**config.mk**
```make
export PLATFORM = sky130hd
export DESIGN_NAME = fsle_encoder
export DESIGN_NICKNAME = d
export VERILOG_FILES = /design/src/design/fsle_pkg.sv /design/src/design/fsle_encoder.sv /design/src/design/fsle_tick.sv /design/src/design/fsle_led_drv.sv
export SDC_FILE = /design/constraint.sdc
export NUM_CORES = 1
export LEC_CHECK = 0
export BUFFER_PORTS_ARGS = -buffer_cell sky130_fd_sc_hd__buf_2
export CAP_MARGIN = 20
export CORE_MARGIN = 5
export CORE_UTILIZATION = 55
export DETAILED_ROUTE_END_ITERATION = 10
export GPL_ROUTABILITY_DRIVEN = 0
export PLACE_DENSITY = 0.82
export SLEW_MARGIN = 20
export SYNTH_ARGS = -nofsm -noshare
export SYNTH_HDL_FRONTEND = slang
export SYNTH_SLANG_ARGS = --single-unit
```
**constraint.sdc**
```tcl
create_clock -name core_clk -period 4.2 [get_ports core_clk]
set_input_delay 0 -clock core_clk [delete_from_list [all_inputs] [get_ports core_clk]]
set_output_delay 0 -clock core_clk [all_outputs]
set_load 0.1 [all_outputs]
```
**src/design/fsle_pkg.sv**
```systemverilog
package fsle_pkg;

  // Clock and flash timing
  localparam int         FSLE_CLK_HZ        = 100_000_000;
  localparam int         FSLE_FLASH_HALF_MS = 500;
  localparam int         FSLE_TICK_CYCLES   = FSLE_CLK_HZ / 1000 * FSLE_FLASH_HALF_MS;
  localparam logic [3:0] FSLE_PAUSE_STEPS   = 4'h4;

  // Reset values
  localparam logic [3:0] FSLE_STEP_RST  = 4'h0;
  localparam logic       FSLE_PHASE_RST = 1'b0;

  // Ethernet port configuration driven to the PHY
  localparam logic FSLE_PHY_SPEED_100M = 1'b1;
  localparam logic FSLE_PHY_FULL_DUP   = 1'b1;
  localparam logic FSLE_PHY_AUTO_MDIX  = 1'b1;
  localparam logic FSLE_PHY_AUTO_POL   = 1'b1;

  // Flash counts of the counted red codes
  localparam logic [2:0] FSLE_CNT_IDENT    = 3'h1;
  localparam logic [2:0] FSLE_CNT_NO_IP    = 3'h2;
  localparam logic [2:0] FSLE_CNT_NO_NAME  = 3'h3;
  localparam logic [2:0] FSLE_CNT_MAJOR    = 3'h4;
  localparam logic [2:0] FSLE_CNT_PARAM    = 3'h1;
  localparam logic [2:0] FSLE_CNT_CONFIG   = 3'h2;
  localparam logic [2:0] FSLE_CNT_NONE     = 3'h0;

  typedef enum logic [1:0] {
    FSLE_VAR_IODEV,
    FSLE_VAR_ENIP,
    FSLE_VAR_DNET,
    FSLE_VAR_PBUS
  } fsle_variant_e;

  typedef enum logic [2:0] {
    FSLE_PAT_OFF,
    FSLE_PAT_GREEN,
    FSLE_PAT_RED,
    FSLE_PAT_FLASH_GREEN,
    FSLE_PAT_FLASH_RED,
    FSLE_PAT_ALT,
    FSLE_PAT_COUNT_RED
  } fsle_pat_e;

  typedef struct packed {
    fsle_pat_e  pat;
    logic [2:0] count;
  } fsle_pat_s;

  typedef struct packed {
    logic green;
    logic red;
  } fsle_led_s;

  typedef struct packed {
    logic speed_100m;
    logic full_duplex;
    logic auto_mdix;
    logic auto_polarity;
  } fsle_phy_s;

  typedef struct packed {
    logic powered;
    logic ctrl_connected;
    logic ctrl_run;
    logic setup_state;
    logic network_init_state;
    logic exception;
    logic ident_mismatch;
    logic ip_set;
    logic station_name_set;
    logic major_internal;
    logic diag_present;
    logic identify_req;
    logic link_up;
    logic link_activity;
    logic conn_established;
    logic online;
    logic dup_ip;
    logic fatal_error;
    logic conn_timeout;
    logic scanner_run;
    logic scanner_idle;
    logic configured;
    logic major_fault;
    logic recov_fault;
    logic self_test;
    logic critical_link;
    logic initialised;
    logic data_exchange;
    logic clear_state;
    logic param_error;
    logic config_error;
  } fsle_status_s;

endpackage

```
**src/design/fsle_encoder.sv**
```systemverilog
`timescale 1ns/1ns
// Behaviour
// - The Ethernet PHY is held at 100 Mbit/s full duplex with automatic polarity and crossover sensing.
// - IO-device network LED is off without controller, green with controller running, flashing when stopped.
// - IO-device module LED is off unpowered, in setup or network init, and steady red in exception.
// - IO-device module LED gives 1, 2, 3 or 4 red flashes for ident mismatch, no IP, no name, major error.
// - IO-device module LED is green in normal use and flashes green on diagnostics or identify request.
// - IO-device link LED is off without link, green with link, flashing green with traffic.
// - EtherNet/IP network LED is off, green, flashing green, red or flashing red per IP and connection state.
// - EtherNet/IP module LED is green under a running scanner, flashing green idle, red or flashing red on faults.
// - EtherNet/IP link LED is off without link, green with link, flashing green on activity.
// - DeviceNet network LED shows off, green, 1 Hz flash, red, 1 Hz red flash or alternating in self test.
// - DeviceNet module LED shows off, green, 1 Hz flash, red, 1 Hz red flash or alternating in self test.
// - PROFIBUS operation LED is off, green, flashing green, or one or two red flashes for errors.
// - PROFIBUS status LED is off, green, flashing green on diagnostics, and red in exception.
module fsle_encoder
  import fsle_pkg::*;
#(
  parameter int TICK_CYCLES = FSLE_TICK_CYCLES
)
(
  input  wire logic     core_clk,
  input  wire logic     rst,
  input  fsle_variant_e variant,
  input  fsle_status_s  status,
  output fsle_led_s     network_indicator,
  output fsle_led_s     module_indicator,
  output fsle_led_s     link_indicator,
  output fsle_phy_s     phy_cfg
);

  function automatic fsle_pat_s mk(input fsle_pat_e pat, input logic [2:0] count);
    fsle_pat_s p;
    p.pat   = pat;
    p.count = count;
    return p;
  endfunction

  function automatic fsle_pat_s steady(input fsle_pat_e pat);
    return mk(pat, FSLE_CNT_NONE);
  endfunction

  function automatic fsle_pat_s iodev_net(input fsle_status_s s);
    if (!s.powered || !s.ctrl_connected)
      return steady(FSLE_PAT_OFF);
    else if (s.ctrl_run)
      return steady(FSLE_PAT_GREEN);
    else
      return steady(FSLE_PAT_FLASH_GREEN);
  endfunction

  function automatic fsle_pat_s iodev_mod(input fsle_status_s s);
    if (!s.powered || s.setup_state || s.network_init_state)
      return steady(FSLE_PAT_OFF);
    else if (s.exception)
      return steady(FSLE_PAT_RED);
    else if (s.major_internal)
      return mk(FSLE_PAT_COUNT_RED, FSLE_CNT_MAJOR);
    else if (s.ident_mismatch)
      return mk(FSLE_PAT_COUNT_RED, FSLE_CNT_IDENT);
    else if (!s.ip_set)
      return mk(FSLE_PAT_COUNT_RED, FSLE_CNT_NO_IP);
    else if (!s.station_name_set)
      return mk(FSLE_PAT_COUNT_RED, FSLE_CNT_NO_NAME);
    else if (s.diag_present || s.identify_req)
      return steady(FSLE_PAT_FLASH_GREEN);
    else
      return steady(FSLE_PAT_GREEN);
  endfunction

  function automatic fsle_pat_s eth_link(input fsle_status_s s);
    if (!s.powered || !s.link_up)
      return steady(FSLE_PAT_OFF);
    else if (s.link_activity)
      return steady(FSLE_PAT_FLASH_GREEN);
    else
      return steady(FSLE_PAT_GREEN);
  endfunction

  function automatic fsle_pat_s enip_net(input fsle_status_s s);
    if (!s.powered || !s.ip_set)
      return steady(FSLE_PAT_OFF);
    else if (s.dup_ip || s.fatal_error)
      return steady(FSLE_PAT_RED);
    else if (s.conn_timeout)
      return steady(FSLE_PAT_FLASH_RED);
    else if (s.conn_established)
      return steady(FSLE_PAT_GREEN);
    else if (s.online)
      return steady(FSLE_PAT_FLASH_GREEN);
    else
      return steady(FSLE_PAT_OFF);
  endfunction

  function automatic fsle_pat_s enip_mod(input fsle_status_s s);
    if (!s.powered)
      return steady(FSLE_PAT_OFF);
    else if (s.major_fault || s.exception || s.fatal_error)
      return steady(FSLE_PAT_RED);
    else if (s.recov_fault)
      return steady(FSLE_PAT_FLASH_RED);
    else if (!s.configured || s.scanner_idle)
      return steady(FSLE_PAT_FLASH_GREEN);
    else if (s.scanner_run)
      return steady(FSLE_PAT_GREEN);
    else
      return steady(FSLE_PAT_FLASH_GREEN);
  endfunction

  function automatic fsle_pat_s dnet_net(input fsle_status_s s);
    if (!s.powered)
      return steady(FSLE_PAT_OFF);
    else if (s.self_test)
      return steady(FSLE_PAT_ALT);
    else if (s.critical_link)
      return steady(FSLE_PAT_RED);
    else if (s.conn_timeout)
      return steady(FSLE_PAT_FLASH_RED);
    else if (!s.online)
      return steady(FSLE_PAT_OFF);
    else if (s.conn_established)
      return steady(FSLE_PAT_GREEN);
    else
      return steady(FSLE_PAT_FLASH_GREEN);
  endfunction

  function automatic fsle_pat_s dnet_mod(input fsle_status_s s);
    if (!s.powered)
      return steady(FSLE_PAT_OFF);
    else if (s.self_test)
      return steady(FSLE_PAT_ALT);
    else if (s.major_fault)
      return steady(FSLE_PAT_RED);
    else if (s.recov_fault)
      return steady(FSLE_PAT_FLASH_RED);
    else if (!s.initialised)
      return steady(FSLE_PAT_OFF);
    else if (!s.configured)
      return steady(FSLE_PAT_FLASH_GREEN);
    else
      return steady(FSLE_PAT_GREEN);
  endfunction

  function automatic fsle_pat_s pbus_op(input fsle_status_s s);
    if (!s.powered)
      return steady(FSLE_PAT_OFF);
    else if (s.param_error)
      return mk(FSLE_PAT_COUNT_RED, FSLE_CNT_PARAM);
    else if (s.config_error)
      return mk(FSLE_PAT_COUNT_RED, FSLE_CNT_CONFIG);
    else if (!s.online)
      return steady(FSLE_PAT_OFF);
    else if (s.data_exchange)
      return steady(FSLE_PAT_GREEN);
    else
      return steady(FSLE_PAT_FLASH_GREEN);
  endfunction

  function automatic fsle_pat_s pbus_st(input fsle_status_s s);
    if (!s.powered)
      return steady(FSLE_PAT_OFF);
    else if (s.exception)
      return steady(FSLE_PAT_RED);
    else if (!s.initialised)
      return steady(FSLE_PAT_OFF);
    else if (s.diag_present)
      return steady(FSLE_PAT_FLASH_GREEN);
    else
      return steady(FSLE_PAT_GREEN);
  endfunction

  // Per-variant decode; PROFIBUS operation and status use the network and module slots
  wire       is_iodev_w = (variant == FSLE_VAR_IODEV);
  wire       is_enip_w  = (variant == FSLE_VAR_ENIP);
  wire       is_dnet_w  = (variant == FSLE_VAR_DNET);

  wire fsle_pat_s net_pat_w  = is_iodev_w ? iodev_net(status) :
                               is_enip_w  ? enip_net(status)  :
                               is_dnet_w  ? dnet_net(status)  :
                                            pbus_op(status);
  wire fsle_pat_s mod_pat_w  = is_iodev_w ? iodev_mod(status) :
                               is_enip_w  ? enip_mod(status)  :
                               is_dnet_w  ? dnet_mod(status)  :
                                            pbus_st(status);
  wire fsle_pat_s link_pat_w = (is_iodev_w || is_enip_w) ? eth_link(status) : steady(FSLE_PAT_OFF);

  logic      tick_w;
  fsle_led_s net_led_w;
  fsle_led_s mod_led_w;
  fsle_led_s link_led_w;

  fsle_tick #(
    .CYCLES (TICK_CYCLES)
  ) u_tick (
    .core_clk (core_clk),
    .rst      (rst),
    .tick     (tick_w)
  );

  fsle_led_drv u_net_drv (
    .core_clk (core_clk),
    .rst      (rst),
    .tick     (tick_w),
    .pattern  (net_pat_w),
    .led      (net_led_w)
  );

  fsle_led_drv u_mod_drv (
    .core_clk (core_clk),
    .rst      (rst),
    .tick     (tick_w),
    .pattern  (mod_pat_w),
    .led      (mod_led_w)
  );

  fsle_led_drv u_link_drv (
    .core_clk (core_clk),
    .rst      (rst),
    .tick     (tick_w),
    .pattern  (link_pat_w),
    .led      (link_led_w)
  );

  always_ff @(posedge core_clk or posedge rst)
  begin
    if (rst)
    begin
      network_indicator <= '0;
      module_indicator  <= '0;
      link_indicator    <= '0;
      phy_cfg           <= '0;
    end
    else
    begin
      network_indicator <= net_led_w;
      module_indicator  <= mod_led_w;
      link_indicator    <= link_led_w;
      phy_cfg           <= {FSLE_PHY_SPEED_100M, FSLE_PHY_FULL_DUP, FSLE_PHY_AUTO_MDIX, FSLE_PHY_AUTO_POL};
    end
  end

  property p_phy_cfg;
    @(posedge core_clk) disable iff (rst)
    !$past(rst) |-> phy_cfg.speed_100m && phy_cfg.full_duplex && phy_cfg.auto_mdix && phy_cfg.auto_polarity;
  endproperty
  a_phy_cfg: assert property (p_phy_cfg) else $error("PHY not set to 100M full duplex auto");

  property p_iodev_net;
    @(posedge core_clk) disable iff (rst)
    is_iodev_w && status.powered && status.ctrl_connected && status.ctrl_run
      |=> network_indicator.green && !network_indicator.red;
  endproperty
  a_iodev_net: assert property (p_iodev_net) else $error("IO-device network LED not green in run");

  property p_iodev_exc;
    @(posedge core_clk) disable iff (rst)
    is_iodev_w && status.powered && !status.setup_state && !status.network_init_state && status.exception
      |=> module_indicator.red && !module_indicator.green;
  endproperty
  a_iodev_exc: assert property (p_iodev_exc) else $error("IO-device module LED not red in exception");

  property p_iodev_off;
    @(posedge core_clk) disable iff (rst)
    is_iodev_w && status.setup_state |=> !module_indicator.red && !module_indicator.green;
  endproperty
  a_iodev_off: assert property (p_iodev_off) else $error("IO-device module LED lit in setup");

  property p_iodev_count;
    @(posedge core_clk) disable iff (rst)
    is_iodev_w && status.powered && !status.setup_state && !status.network_init_state && !status.exception
      && !status.major_internal && !status.ident_mismatch && !status.ip_set
      |-> mod_pat_w.pat == FSLE_PAT_COUNT_RED && mod_pat_w.count == 3'h2;
  endproperty
  a_iodev_count: assert property (p_iodev_count) else $error("missing IP not two red flashes");

  property p_iodev_green;
    @(posedge core_clk) disable iff (rst)
    (mod_pat_w.pat == FSLE_PAT_FLASH_GREEN) |=> !module_indicator.red;
  endproperty
  a_iodev_green: assert property (p_iodev_green) else $error("module flash green shows red");

  property p_link_off;
    @(posedge core_clk) disable iff (rst)
    !status.link_up |=> !link_indicator.green && !link_indicator.red;
  endproperty
  a_link_off: assert property (p_link_off) else $error("link LED lit without link");

  property p_enip_dup;
    @(posedge core_clk) disable iff (rst)
    is_enip_w && status.powered && status.ip_set && status.dup_ip |=> network_indicator.red && !network_indicator.green;
  endproperty
  a_enip_dup: assert property (p_enip_dup) else $error("duplicate IP not steady red");

  property p_dnet_alt;
    @(posedge core_clk) disable iff (rst)
    is_dnet_w && status.powered && status.self_test [*2]
      |=> network_indicator.red != network_indicator.green;
  endproperty
  a_dnet_alt: assert property (p_dnet_alt) else $error("self test not alternating");

  property p_pbus_dx;
    @(posedge core_clk) disable iff (rst)
    variant == FSLE_VAR_PBUS && status.powered && !status.param_error && !status.config_error
      && status.online && status.data_exchange |=> network_indicator.green && !network_indicator.red;
  endproperty
  a_pbus_dx: assert property (p_pbus_dx) else $error("PROFIBUS data exchange not green");

endmodule

```
**src/design/fsle_tick.sv**
```systemverilog
`timescale 1ns/1ns
module fsle_tick
  import fsle_pkg::*;
#(
  parameter int CYCLES = FSLE_TICK_CYCLES
)
(
  input  wire logic core_clk,
  input  wire logic rst,
  output logic      tick
);

  localparam int         W    = $clog2(CYCLES + 1);
  localparam logic [W-1:0] LAST = W'(CYCLES - 1);
  localparam logic [W-1:0] ZERO = '0;

  logic [W-1:0] count_r;
  wire          wrap_w = (count_r == LAST);

  always_ff @(posedge core_clk or posedge rst)
  begin
    if (rst)
    begin
      count_r <= ZERO;
      tick    <= 1'b0;
    end
    else
    begin
      count_r <= wrap_w ? ZERO : count_r + 1'b1;
      tick    <= wrap_w;
    end
  end

  property p_tick_single;
    @(posedge core_clk) disable iff (rst)
    tick && (CYCLES > 1) |=> !tick;
  endproperty
  a_tick_single: assert property (p_tick_single) else $error("tick longer than one cycle");

endmodule

```
**src/design/fsle_led_drv.sv**
```systemverilog
`timescale 1ns/1ns
module fsle_led_drv
  import fsle_pkg::*;
(
  input  wire logic core_clk,
  input  wire logic rst,
  input  wire logic tick,
  input  fsle_pat_s pattern,
  output fsle_led_s led
);

  logic       phase_r;
  logic [3:0] step_r;
  fsle_pat_s  pat_r;

  wire [3:0] flashes2_w  = {pattern.count, 1'b0};
  wire [3:0] last_step_w = flashes2_w + FSLE_PAUSE_STEPS - 4'h1;
  wire       changed_w   = (pattern != pat_r);
  wire       cnt_on_w    = (step_r < flashes2_w) && !step_r[0];
  wire       is_green_w  = (pattern.pat == FSLE_PAT_GREEN);
  wire       is_red_w    = (pattern.pat == FSLE_PAT_RED);
  wire       is_fgreen_w = (pattern.pat == FSLE_PAT_FLASH_GREEN);
  wire       is_fred_w   = (pattern.pat == FSLE_PAT_FLASH_RED);
  wire       is_alt_w    = (pattern.pat == FSLE_PAT_ALT);
  wire       is_count_w  = (pattern.pat == FSLE_PAT_COUNT_RED);

  // A new pattern restarts the flash sequence at phase 0 and step 0: flashes start dark, counted and alternating patterns start red
  always_ff @(posedge core_clk or posedge rst)
  begin
    if (rst)
    begin
      phase_r <= FSLE_PHASE_RST;
      step_r  <= FSLE_STEP_RST;
      pat_r   <= '0;
    end
    else
    begin
      pat_r <= pattern;
      if (changed_w)
      begin
        phase_r <= FSLE_PHASE_RST;
        step_r  <= FSLE_STEP_RST;
      end
      else if (tick)
      begin
        phase_r <= ~phase_r;
        step_r  <= (step_r >= last_step_w) ? FSLE_STEP_RST : step_r + 4'h1;
      end
    end
  end

  assign led.green = is_green_w | (is_fgreen_w & phase_r) | (is_alt_w & phase_r);
  assign led.red   = is_red_w | (is_fred_w & phase_r) | (is_alt_w & !phase_r) | (is_count_w & cnt_on_w);

  property p_count_pause;
    @(posedge core_clk) disable iff (rst)
    is_count_w && !changed_w && (step_r >= flashes2_w) |-> !led.red && !led.green;
  endproperty
  a_count_pause: assert property (p_count_pause) else $error("LED lit during counted pause");

  property p_alt_exclusive;
    @(posedge core_clk) disable iff (rst)
    is_alt_w |-> (led.red != led.green);
  endproperty
  a_alt_exclusive: assert property (p_alt_exclusive) else $error("alternating pattern not exclusive");

  property p_phase_on_tick;
    @(posedge core_clk) disable iff (rst)
    !tick && !changed_w |=> $stable(phase_r);
  endproperty
  a_phase_on_tick: assert property (p_phase_on_tick) else $error("flash phase moved without tick");

endmodule

```
==> Yosys cells after proc, flatten, opt, wreduce, memory -nomap -nowiden <==
Index checks and enable logic that the tools add are counted.
{ "classes": {"n_lt_le_gt_ge": 6, "n_reduce_logical": 29, "add_sub_neg": 10, "shifts": 0, "n_bitwise": 33, "n_div": 0, "n_eq_ne": 24, "mux": 65, "multipliers": 0} }
{ "op_table": {"columns": ["operator", "n"], "rows": [
  ["6-bit 2-to-1 mux", 30],
  ["5-bit 2-to-1 mux", 19],
  ["4-bit 2-to-1 mux", 9],
  ["3-bit == test (second input constant)", 9],
  ["26-bit by 1-bit adder with 26-bit output (second input constant)", 1],
  ["26-bit == test (second input constant)", 1],
  ["26-bit 2-to-1 mux", 1],
  ["3-bit by 2-bit == test with 1-bit output (second input constant)", 6],
  ["6-bit != test", 3],
  ["1-bit bitwise AND", 15],
  ["1-bit OR", 15],
  ["4-bit by 1-bit adder with 4-bit output (second input constant)", 3],
  ["4-bit by 3-bit adder with 4-bit output (second input constant)", 3],
  ["4-bit >= comparator", 3],
  ["4-bit less-than comparator", 3],
  ["4-bit by 1-bit subtractor with 4-bit output (second input constant)", 3],
  ["1-bit logical NOT", 11],
  ["1-bit logical OR", 11],
  ["3-bit by 1-bit == test with 1-bit output (second input constant)", 3],
  ["1-bit 2-to-1 mux", 6],
  ["2-bit nonzero test", 3],
  ["1-bit logical AND", 3],
  ["1-bit NOT", 3],
  ["2-bit by 1-bit == test with 1-bit output (second input constant)", 1],
  ["2 further kinds", 2]
]} }
{ "word_totals": {"mem_bits_rw": 0, "out_inout_bits": 10, "input_bits": 35, "latchBits": 0, "wordCells": 188, "mem_count": 0, "ff_bits": 67, "rom_bits": 0} }

==> Logic depth before layout (Yosys ltp) <==
Gate-level depths: netlist (run 1).
{ "logic_depth": {"word_depth": 15, "ltp_mapped": 12, "depth_no_buf": 11} }

==> Hierarchy <==
Synthesis (run 1) repeated with hierarchy kept, for this count alone.
{ "unflattened": {"cells_unflattened": 407, "area_unflattened_um2": 4021.4} }
{ "modules_own_cells": {"columns": ["mod", "area_each_um2", "cells_per_inst", "instances", "seq_area_each_um2"], "rows": [
  ["fsle_led_drv", 669.4, 65, 3, 275.3],
  ["fsle_tick", 1323.8, 128, 1, 675.6],
  ["fsle_encoder", 689.4, 84, 1, 175.2]
]} }

==> Worst setup path before layout (run 1) <==
OpenSTA, ideal clock, no wires.
{ "synth_path": {"path_kind": "input port to flip-flop", "startpoint": "in status[25] (netlist bit)", "endpoint": "reg u_mod_drv.step_r[3]", "required_ps": 4120, "path_buffers": 0, "stages": 11, "t_arrival_ps": 2534, "setup_slack_ps": 1586, "setup_ps": 80, "cell_sequence": "or4b_2 -> nor3_1 -> nor3b_1 -> ha_1 -> inv_1 -> ha_1 -> o21a_1 -> o21a_1 -> nor2_1 -> a31oi_1 -> a21oi_1"} }
{ "synth_lines": {"columns": ["item", "line_no", "text"], "rows": [
  ["from (decl)", "fsle_encoder.sv:25", "input fsle_status_s status,"],
  ["to (signal assigned)", "fsle_led_drv.sv:47", "step_r <= (step_r >= last_step_w) ? FSLE_STEP_RST : step_r + 4'h1;"],
  ["to (decl)", "fsle_led_drv.sv:13", "logic [3:0] step_r;"]
]} }

==> summary.txt, run 1 <==
Routing
  – Final WL: 6.55 mm
  – Via count: around 2,700
  – DRT iter0 DRCs: roughly 110
  – # DRC: 0
  – Vias/cell: 5.57
  – 1st-pass router iterations: 4
  – ANT nets after route: 0
  – DR WL/cell: 13.6 um

Logic synthesis
  – FF+latch count, synth: between 50 and 60
  – Yosys top cell by area: dfrtp_1
  – XOR/XNOR Fraction of Synth Area: 7.95%
  – Async S/R FF share, synth: 100%
  – Post-synthesis compound-gate area fraction: 11.9%
  – Post-Synthesis Cells: 350
  – Simple-gate portion of the synthesized area: 25.7%
  – Number of flops mapped to enable cells by yosys: 0
  – Top_reg_cell synth: dfrtp_1
  – Yosys top cell area share: a little over two fifths
  – Cell Area, Synth: 3310 um2
  – Net Count, Synth: 401
  – Commonest cells in the netlist: dfrtp_1, nor2_1, inv_1
  – Register area share after synthesis: a little over two fifths
  – Synth cell types: 54
  – Post-Syn Area per Cell: 9.44 um2
  – Synth top area cells: dfrtp_1, ha_1, xnor2_1
  – Count leader, synth: dfrtp_1
  – Largest family of logic cells by synthesized area: simple AND/OR/NAND/NOR gates
  – Ys Warns: 0
  – Post-synthesis mux area share: 0%
  – Adder-Cell Fraction of Synth Area: 6.06%

Clock network
  – CTS Buffer Depth: 2
  – Clock Sinks: 58
  – Clk Latency, worst-skew pair: between 300 and 400 ps
  – CTS tree: built
  – CTS H-Tree Depth: 3
  – CTS buffer count: 9
  – Root buffer cell: clkbuf_8
  – Setup Buffers After CTS: 0
  – # resized after CTS: 0
  – Clock-pin slew on the worst setup and hold paths: 70 ps

STA
  – Max-slew headroom: 30.7%
  – Final min period: 2760 ps
  – Final slew viol count: 0
  – Final period util: 65.8%
  – Hold Fails Final Rpt: 0
  – Fmax: 362 MHz
  – Clk_skew: 9.52 ps
  – RSZ-0062 raised after global routing: false
  – Worst-Margin Slew: 1030 ps
  – Setup TNS: 0 ps
  – Hold slack: 14.4 ps
  – Setup violators final: 0

Layout
  – Post-route design area: 3900 um2
  – Antenna cells: 0
  – Area delta synth->final: 18.0%
  – Final-stage net count: 452
  – Layout cells sized above 1: 17.7%

Die
  – Full die area: roughly 7700 um2
  – Die Ht: 87.5 um
  – Num ports: 45
  – Core Rows: 28
  – Initial Utilization: roughly 56%
  – Core Footprint: between 5000 and 6000 um2
  – Die width: 87.5 um

Setup path
  – Startpoint type of the worst setup path: input pin
  – Reg2Reg Setup Slack: 1710 ps
  – Crit path arrival time: 3020 ps
  – Endpoint type of the worst setup path: register
  – Slowest stage cell, crit path: or4b_2
  – Cell Chain, Critical Path: buf_2 -> or4b_2 -> nor3_1 -> nor3b_1 -> ha_1 -> inv_1 -> ha_1 -> o21a_1 -> o21a_1 -> nor2_1 -> a31oi_1 -> a21oi_1
  – WP data required: 4450 ps
  – Largest stage delay, worst path: 640 ps
  – Crit Path Class: input pin to register
  – CP max FO: 12

Placed design
  – DP HPWL: 4.70 mm
  – IO buf count: 43
  – DP Area: 3590 um2

Global routing
  – Vias in the first global route: 2,746
  – First-pass GRT wire length: ~11 mm
  – Grt total ovfl: 0
  – Largest net degree at the start of global routing: 59
  – Initial antenna violation count: 0
  – Total GRT Usage: 18.9%

Run
  – Max cap viols: 0

Power
  – Power Density: 360 nW/um2
  – Tot Pwr: about 1.4 mW
  – P_leak: 1.82 nW
  – Peak VDD IR: 0.257 mV

Hold path
  – HP Class: input pin to register

Status
  – Status: finished clean
==> where the power goes <==
part | total [mW] | switching (mW) | internal, mW
clock | 0.674 | 0.221 | 0.454
sequential | 0.573 | 0.00406 | 0.569
combinational | 0.156 | 0.109 | 0.0472
total | 1.40 | 0.334 | 1.07
==> cell families (layout without fill, tap and decap cells) <==
family,Yosys count,in the layout
other cells,2,2
buf+inv,34,90
fa+ha+maj,16,16
flops,58,58
xor+xnor,30,30
simple gates,152,152
compound gates,58,58
==> state kept, by name (all words and copies together), names as in the netlist, 2 cells and up <==
signal / cells
network_indicator: 2
module_indicator: 2
link_indicator: 2
u_net_drv.pat_r: 5
u_net_drv.step_r: 4
u_mod_drv.pat_r: 6
u_tick.count_r: 26
u_link_drv.pat_r: 2
u_mod_drv.step_r: 4
==> worst paths after layout <==
path,start,to,cells past startpoint
setup / recovery,status[30],u_mod_drv.step_r[3],12
hold / removal,status[1],u_net_drv.pat_r[0],3
setup reg to reg,u_tick.count_r[5],u_tick.count_r[25],5
hold reg to reg,u_tick.count_r[6],u_tick.count_r[6],1
max in group asynchronous,rst,link_indicator[0],4
min in group asynchronous,rst,u_net_drv.pat_r[1],4
==> cell type report <==
| cell class | count | area (um2) |
|---|---|---|
| Fill cell | 469 | 1980 |
| Multi-Input combinational cell | 258 | 1720 |
| Sequential cell | 58 | 1450 |
| Timing Repair Buffer | 50 | 280 |
| Clock inverter | 7 | 141 |
| Clock buffer | 9 | 124 |
| Tap cell | 75 | 93.8 |
| Inverter | 24 | 90.1 |
==> layout by cell type (no fill, tap or decap), types with 3 or more instances in the layout <==
master	netlist	routed
o21ai_0	11	11
or3_1	4	4
nand2_1	21	21
nor2_1	35	35
ha_1	16	16
nor2b_1	11	11
and3_1	4	4
inv_1	24	23
a31oi_1	6	6
nand4b_1	4	4
clkbuf_8	0	9
a221oi_1	3	3
buf_2	1	43
o21a_1	3	3
nor3_1	7	7
nand3b_1	6	6
a21oi_1	12	12
nor3b_1	4	4
dlygate4sd3_1	0	5
nand3_1	14	14
xnor2_1	16	16
dfrtp_1	58	58
or3b_2	4	4
and2_1	3	3
nor4_1	8	7
nand2b_1	8	8
nand4_1	7	7
xor2_1	14	14
bufinv_16	0	4
==> through the flow <==
| stage | instances | setup WS, ps | util [%] |
|---|---|---|---|
| floorplan | 350 | 1590 | - |
| global placement | 460 | 1200 | 60.9 |
| detailed placement | 460 | 1110 | 60.9 |
| CTS | 481 | 1460 | 66.3 |
| global route | 481 | 1210 | 66.3 |
| finish | 481 | 1440 | 66.3 |
==> routing by layer <==
layer / up-vias / routed length [um] / global-route usage (%)
li1: 1351 / - / -
met1: 1263 / 2930 / 21.8
met2: 57 / 3170 / 32.8
met3: 10 / 343 / 4.45
met4: 0 / 106 / 9.21
met5: - / 0 / 0
==> what timing repair did <==
| item | 4_1_cts | 5_1_grt |
|---|---|---|
| endpoints found under the hold margin | 64 | 0 |
| hold buffers | 5 | 0 |
| setup endpoints to repair | 0 | 0 |
==> critical path: cells and delay by family <==
| family | cells | cell delay, ps |
|---|---|---|
| and+or+nand+nor | 4 | 1640 |
| adders and majority gates | 2 | 530 |
| buffers and inverters | 2 | 260 |
| AOI/OAI and AO/OA | 4 | 580 |
(Power assumes the default switching activity.)
==> run 2: changes to the inputs <==
Clock period 4.2 ns to 2.75 ns, I/O delays scaled along.
==> run 2 against run 1 <==
  * Cell count grew 1.9%
  * Die area did not move
  * Count of clock-buffer cells in the layout unchanged
  * Total power up 54%
  * Via count is 2.2% higher
  * Setup slack got worse by 1100 ps
  * Sequential share of layout area shrank 0.61 points
  * Critical path depth unchanged
  * Sequential cell count unchanged
  * Non-clock buffer count rose by 9
  * Combinational power up 57%
  * Clock skew fell by 1.4 ps
==> summary.txt, run 2 (synthesis gave the netlist of run 1 again) <==
Status
  – Status: finished clean (unchanged)

Routing
  – Vias/cell: 5.59 (was 5.57)
  – Via count: 2,741 (was 2,681)
  – ANT nets after route: 0 (unchanged)
  – 1st-pass router iterations: 4 (unchanged)
  – DRT iter0 DRCs: 183 (was 108)
  – Final WL: 7.03 mm (was 6.55 mm)
  – DR WL/cell: 14.4 um (was 13.6 um)
  – # DRC: 0 (unchanged)

Power
  – Peak VDD IR: 0.552 mV (was 0.257 mV)
  – P_leak: 1.87 nW (was 1.82 nW)
  – Power Density: 546 nW/um2 (was 360 nW/um2)
  – Tot Pwr: 2.17 mW (was 1.40 mW)

Layout
  – Largest registers: u_tick.count_r x26, u_mod_drv.pat_r x6, u_net_drv.pat_r x5 (unchanged)
  – Number of fill cells: 473 (was 469)
  – Commonest non-fill, non-tap cell in the layout: dfrtp_1 (unchanged)
  – Final-stage net count: 461 (was 452)
  – Top reg by flops: u_tick.count_r (unchanged)
  – Most frequent cells in the layout: dfrtp_1, buf_2, nor2_1 (unchanged)
  – Layout cells sized above 1: 19.8% (was 17.7%)
  – Antenna cells: 0 (unchanged)
  – Area delta synth->final: 20.0% (was 18.0%)
  – Max reg flops: 26 (unchanged)

Die
  – Core Rows: 28 (unchanged)
  – Initial Utilization: 56.2% (unchanged)
  – Num ports: 45 (unchanged)
  – Die Ht: 87.5 um (unchanged)
  – Core Footprint: 5890 um2 (unchanged)
  – Full die area: 7660 um2 (unchanged)
  – Die width: 87.5 um (unchanged)

STA
  – RSZ-0062 raised after global routing: false (unchanged)
  – Setup violators final: 0 (unchanged)
  – Final period util: 89.2%
  – Clk_skew: 8.14 ps (was 9.52 ps)
  – Final min period: 2450 ps
  – Worst-Margin Slew: 580 ps (was 1030 ps)
  – Final slew viol count: 0 (unchanged)
  – Hold slack: 19.2 ps (was 14.4 ps)
  – Max-slew headroom: 61.4% (was 30.7%)
  – Fmax: 408 MHz
  – Hold Fails Final Rpt: 0 (unchanged)

Global routing
  – Total GRT Usage: 19.6% (was 18.9%)
  – Grt total ovfl: 0 (unchanged)
  – Initial antenna violation count: 0 (unchanged)
  – Largest net degree at the start of global routing: 25 (was 59)
  – Vias in the first global route: 2,648 (was 2,746)
  – First-pass GRT wire length: 11.8 mm (was 11.5 mm)

Setup path
  – Startpoint type of the worst setup path: input pin (unchanged)
  – Cell Chain, Critical Path: buf_2 -> or4b_2 -> nor3_1 -> nor3b_1 -> ha_1 -> inv_1 -> ha_1 -> o21a_1 -> o21a_1 -> nor2_1 -> nand3_1 -> a21oi_1 (was buf_2 -> or4b_2 -> nor3_1 -> nor3b_1 -> ha_1 -> inv_1 -> ha_1 -> o21a_1 -> o21a_1 -> nor2_1 -> a31oi_1 -> a21oi_1)
  – CP max FO: 4 (was 12)
  – Crit Path Class: input pin to register (unchanged)
  – WP data required: 3010 ps (was 4450 ps)
  – Cell depth of the worst setup path: 12 (unchanged)
  – CP top delay family: simple AND/OR/NAND/NOR gates (unchanged)
  – Endpoint type of the worst setup path: register (unchanged)
  – Largest stage delay, worst path: 710 ps (was 640 ps)
  – Critical path buffer and inverter count: 2 (unchanged)
  – Crit path arrival time: 2710 ps (was 3020 ps)
  – Reg2reg path depth: 6 (was 5)
  – Slowest stage cell, crit path: or4b_2 (unchanged)

Clock network
  – Clock-pin slew on the worst setup and hold paths: 70 ps (about the same)
  – Root buffer cell: clkbuf_8 (unchanged)
  – CTS buffer count: 9 (unchanged)
  – CTS Buffer Depth: 2 (unchanged)
  – CTS tree: built (unchanged)
  – CTS H-Tree Depth: 3 (unchanged)
  – Clk Latency, worst-skew pair: 340 ps (about the same)
  – # resized after CTS: 0 (unchanged)
  – Clock Sinks: 58 (unchanged)
  – Setup Buffers After CTS: 0 (unchanged)

Placed design
  – IO buf count: 43 (unchanged)
  – DP HPWL: 5.14 mm (was 4.70 mm)

Hold path
  – HP Class: input pin to register (unchanged)
  – Hold Crit Depth: 3 (unchanged)

Run
  – Max cap viols: 0 (unchanged)
run 2: changes by cell type in the layout (fill, tap and decap cells not counted), sizes merged:
cell / before / now
dlygate4sd3: 5 / 4
buf: 45 / 55
run 2: power by group:
group	leakage, nW	total [mW]	switching (mW)	internal (mW)
clock network	0.129	1.05	0.354	0.693
registers	0.781	0.875	0.00703	0.868
logic	0.959	0.245	0.169	0.0756
total	1.87	2.17	0.530	1.64
run 2: routing by layer:
layer,up-vias,track usage (%),wire [um]
met4,0,9.48,178
met1,1289,24.7,3060
met3,13,2.65,384
met2,75,33.2,3410
met5,-,0,0
li1,1364,-,-
run 2: cell type report:
type	instances	area [um2]	area share, %
multi-input cells	258	1720	43.4
flip-flops and latches	58	1450	36.6
repair buffers	59	345	8.71
clock inverters	7	141	3.56
clock buffers	9	124	3.12
well taps	75	93.8	2.37
inverters	24	90.1	2.27
run 2: worst paths after layout:
check | startpoint | end | slack [ps]
worst max-delay path | status[25] | u_mod_drv.step_r[3] | 300
worst min-delay path | status[21] | u_mod_drv.pat_r[2] | 20
worst max register to register | u_tick.count_r[5] | u_tick.count_r[25] | 840
worst min register to register | u_tick.count_r[18] | u_tick.count_r[18] | 480
max in group asynchronous | rst | u_link_drv.pat_r[3] | 2030
min in group asynchronous | rst | u_mod_drv.pat_r[2] | 140
run 2: tightest hold or removal path, cell delays in order:
cell and delay (ps):
buf_2 130, nand2_1 130, inv_1 60
run 2: what timing repair did:
item                                    in CTS  in global routing
endpoints found under the setup margin       0                  0
endpoints found under the hold margin       62                  0
hold buffers                                 4                  0
run 2: metrics by stage:
stage	area (um2)	utilization [%]	setup TNS, ps	cells	setup slack (ps)
3_3_place_gp	3660	62.2	0	470	113
3_5_place_dp	3660	62.2	-47.4	470	-47.4
5_1_grt	3970	67.4	0	490	23.5
2_1_floorplan	3310	-	0	350	136
6_report	3970	67.4	0	490	296
4_1_cts	3970	67.4	0	490	297
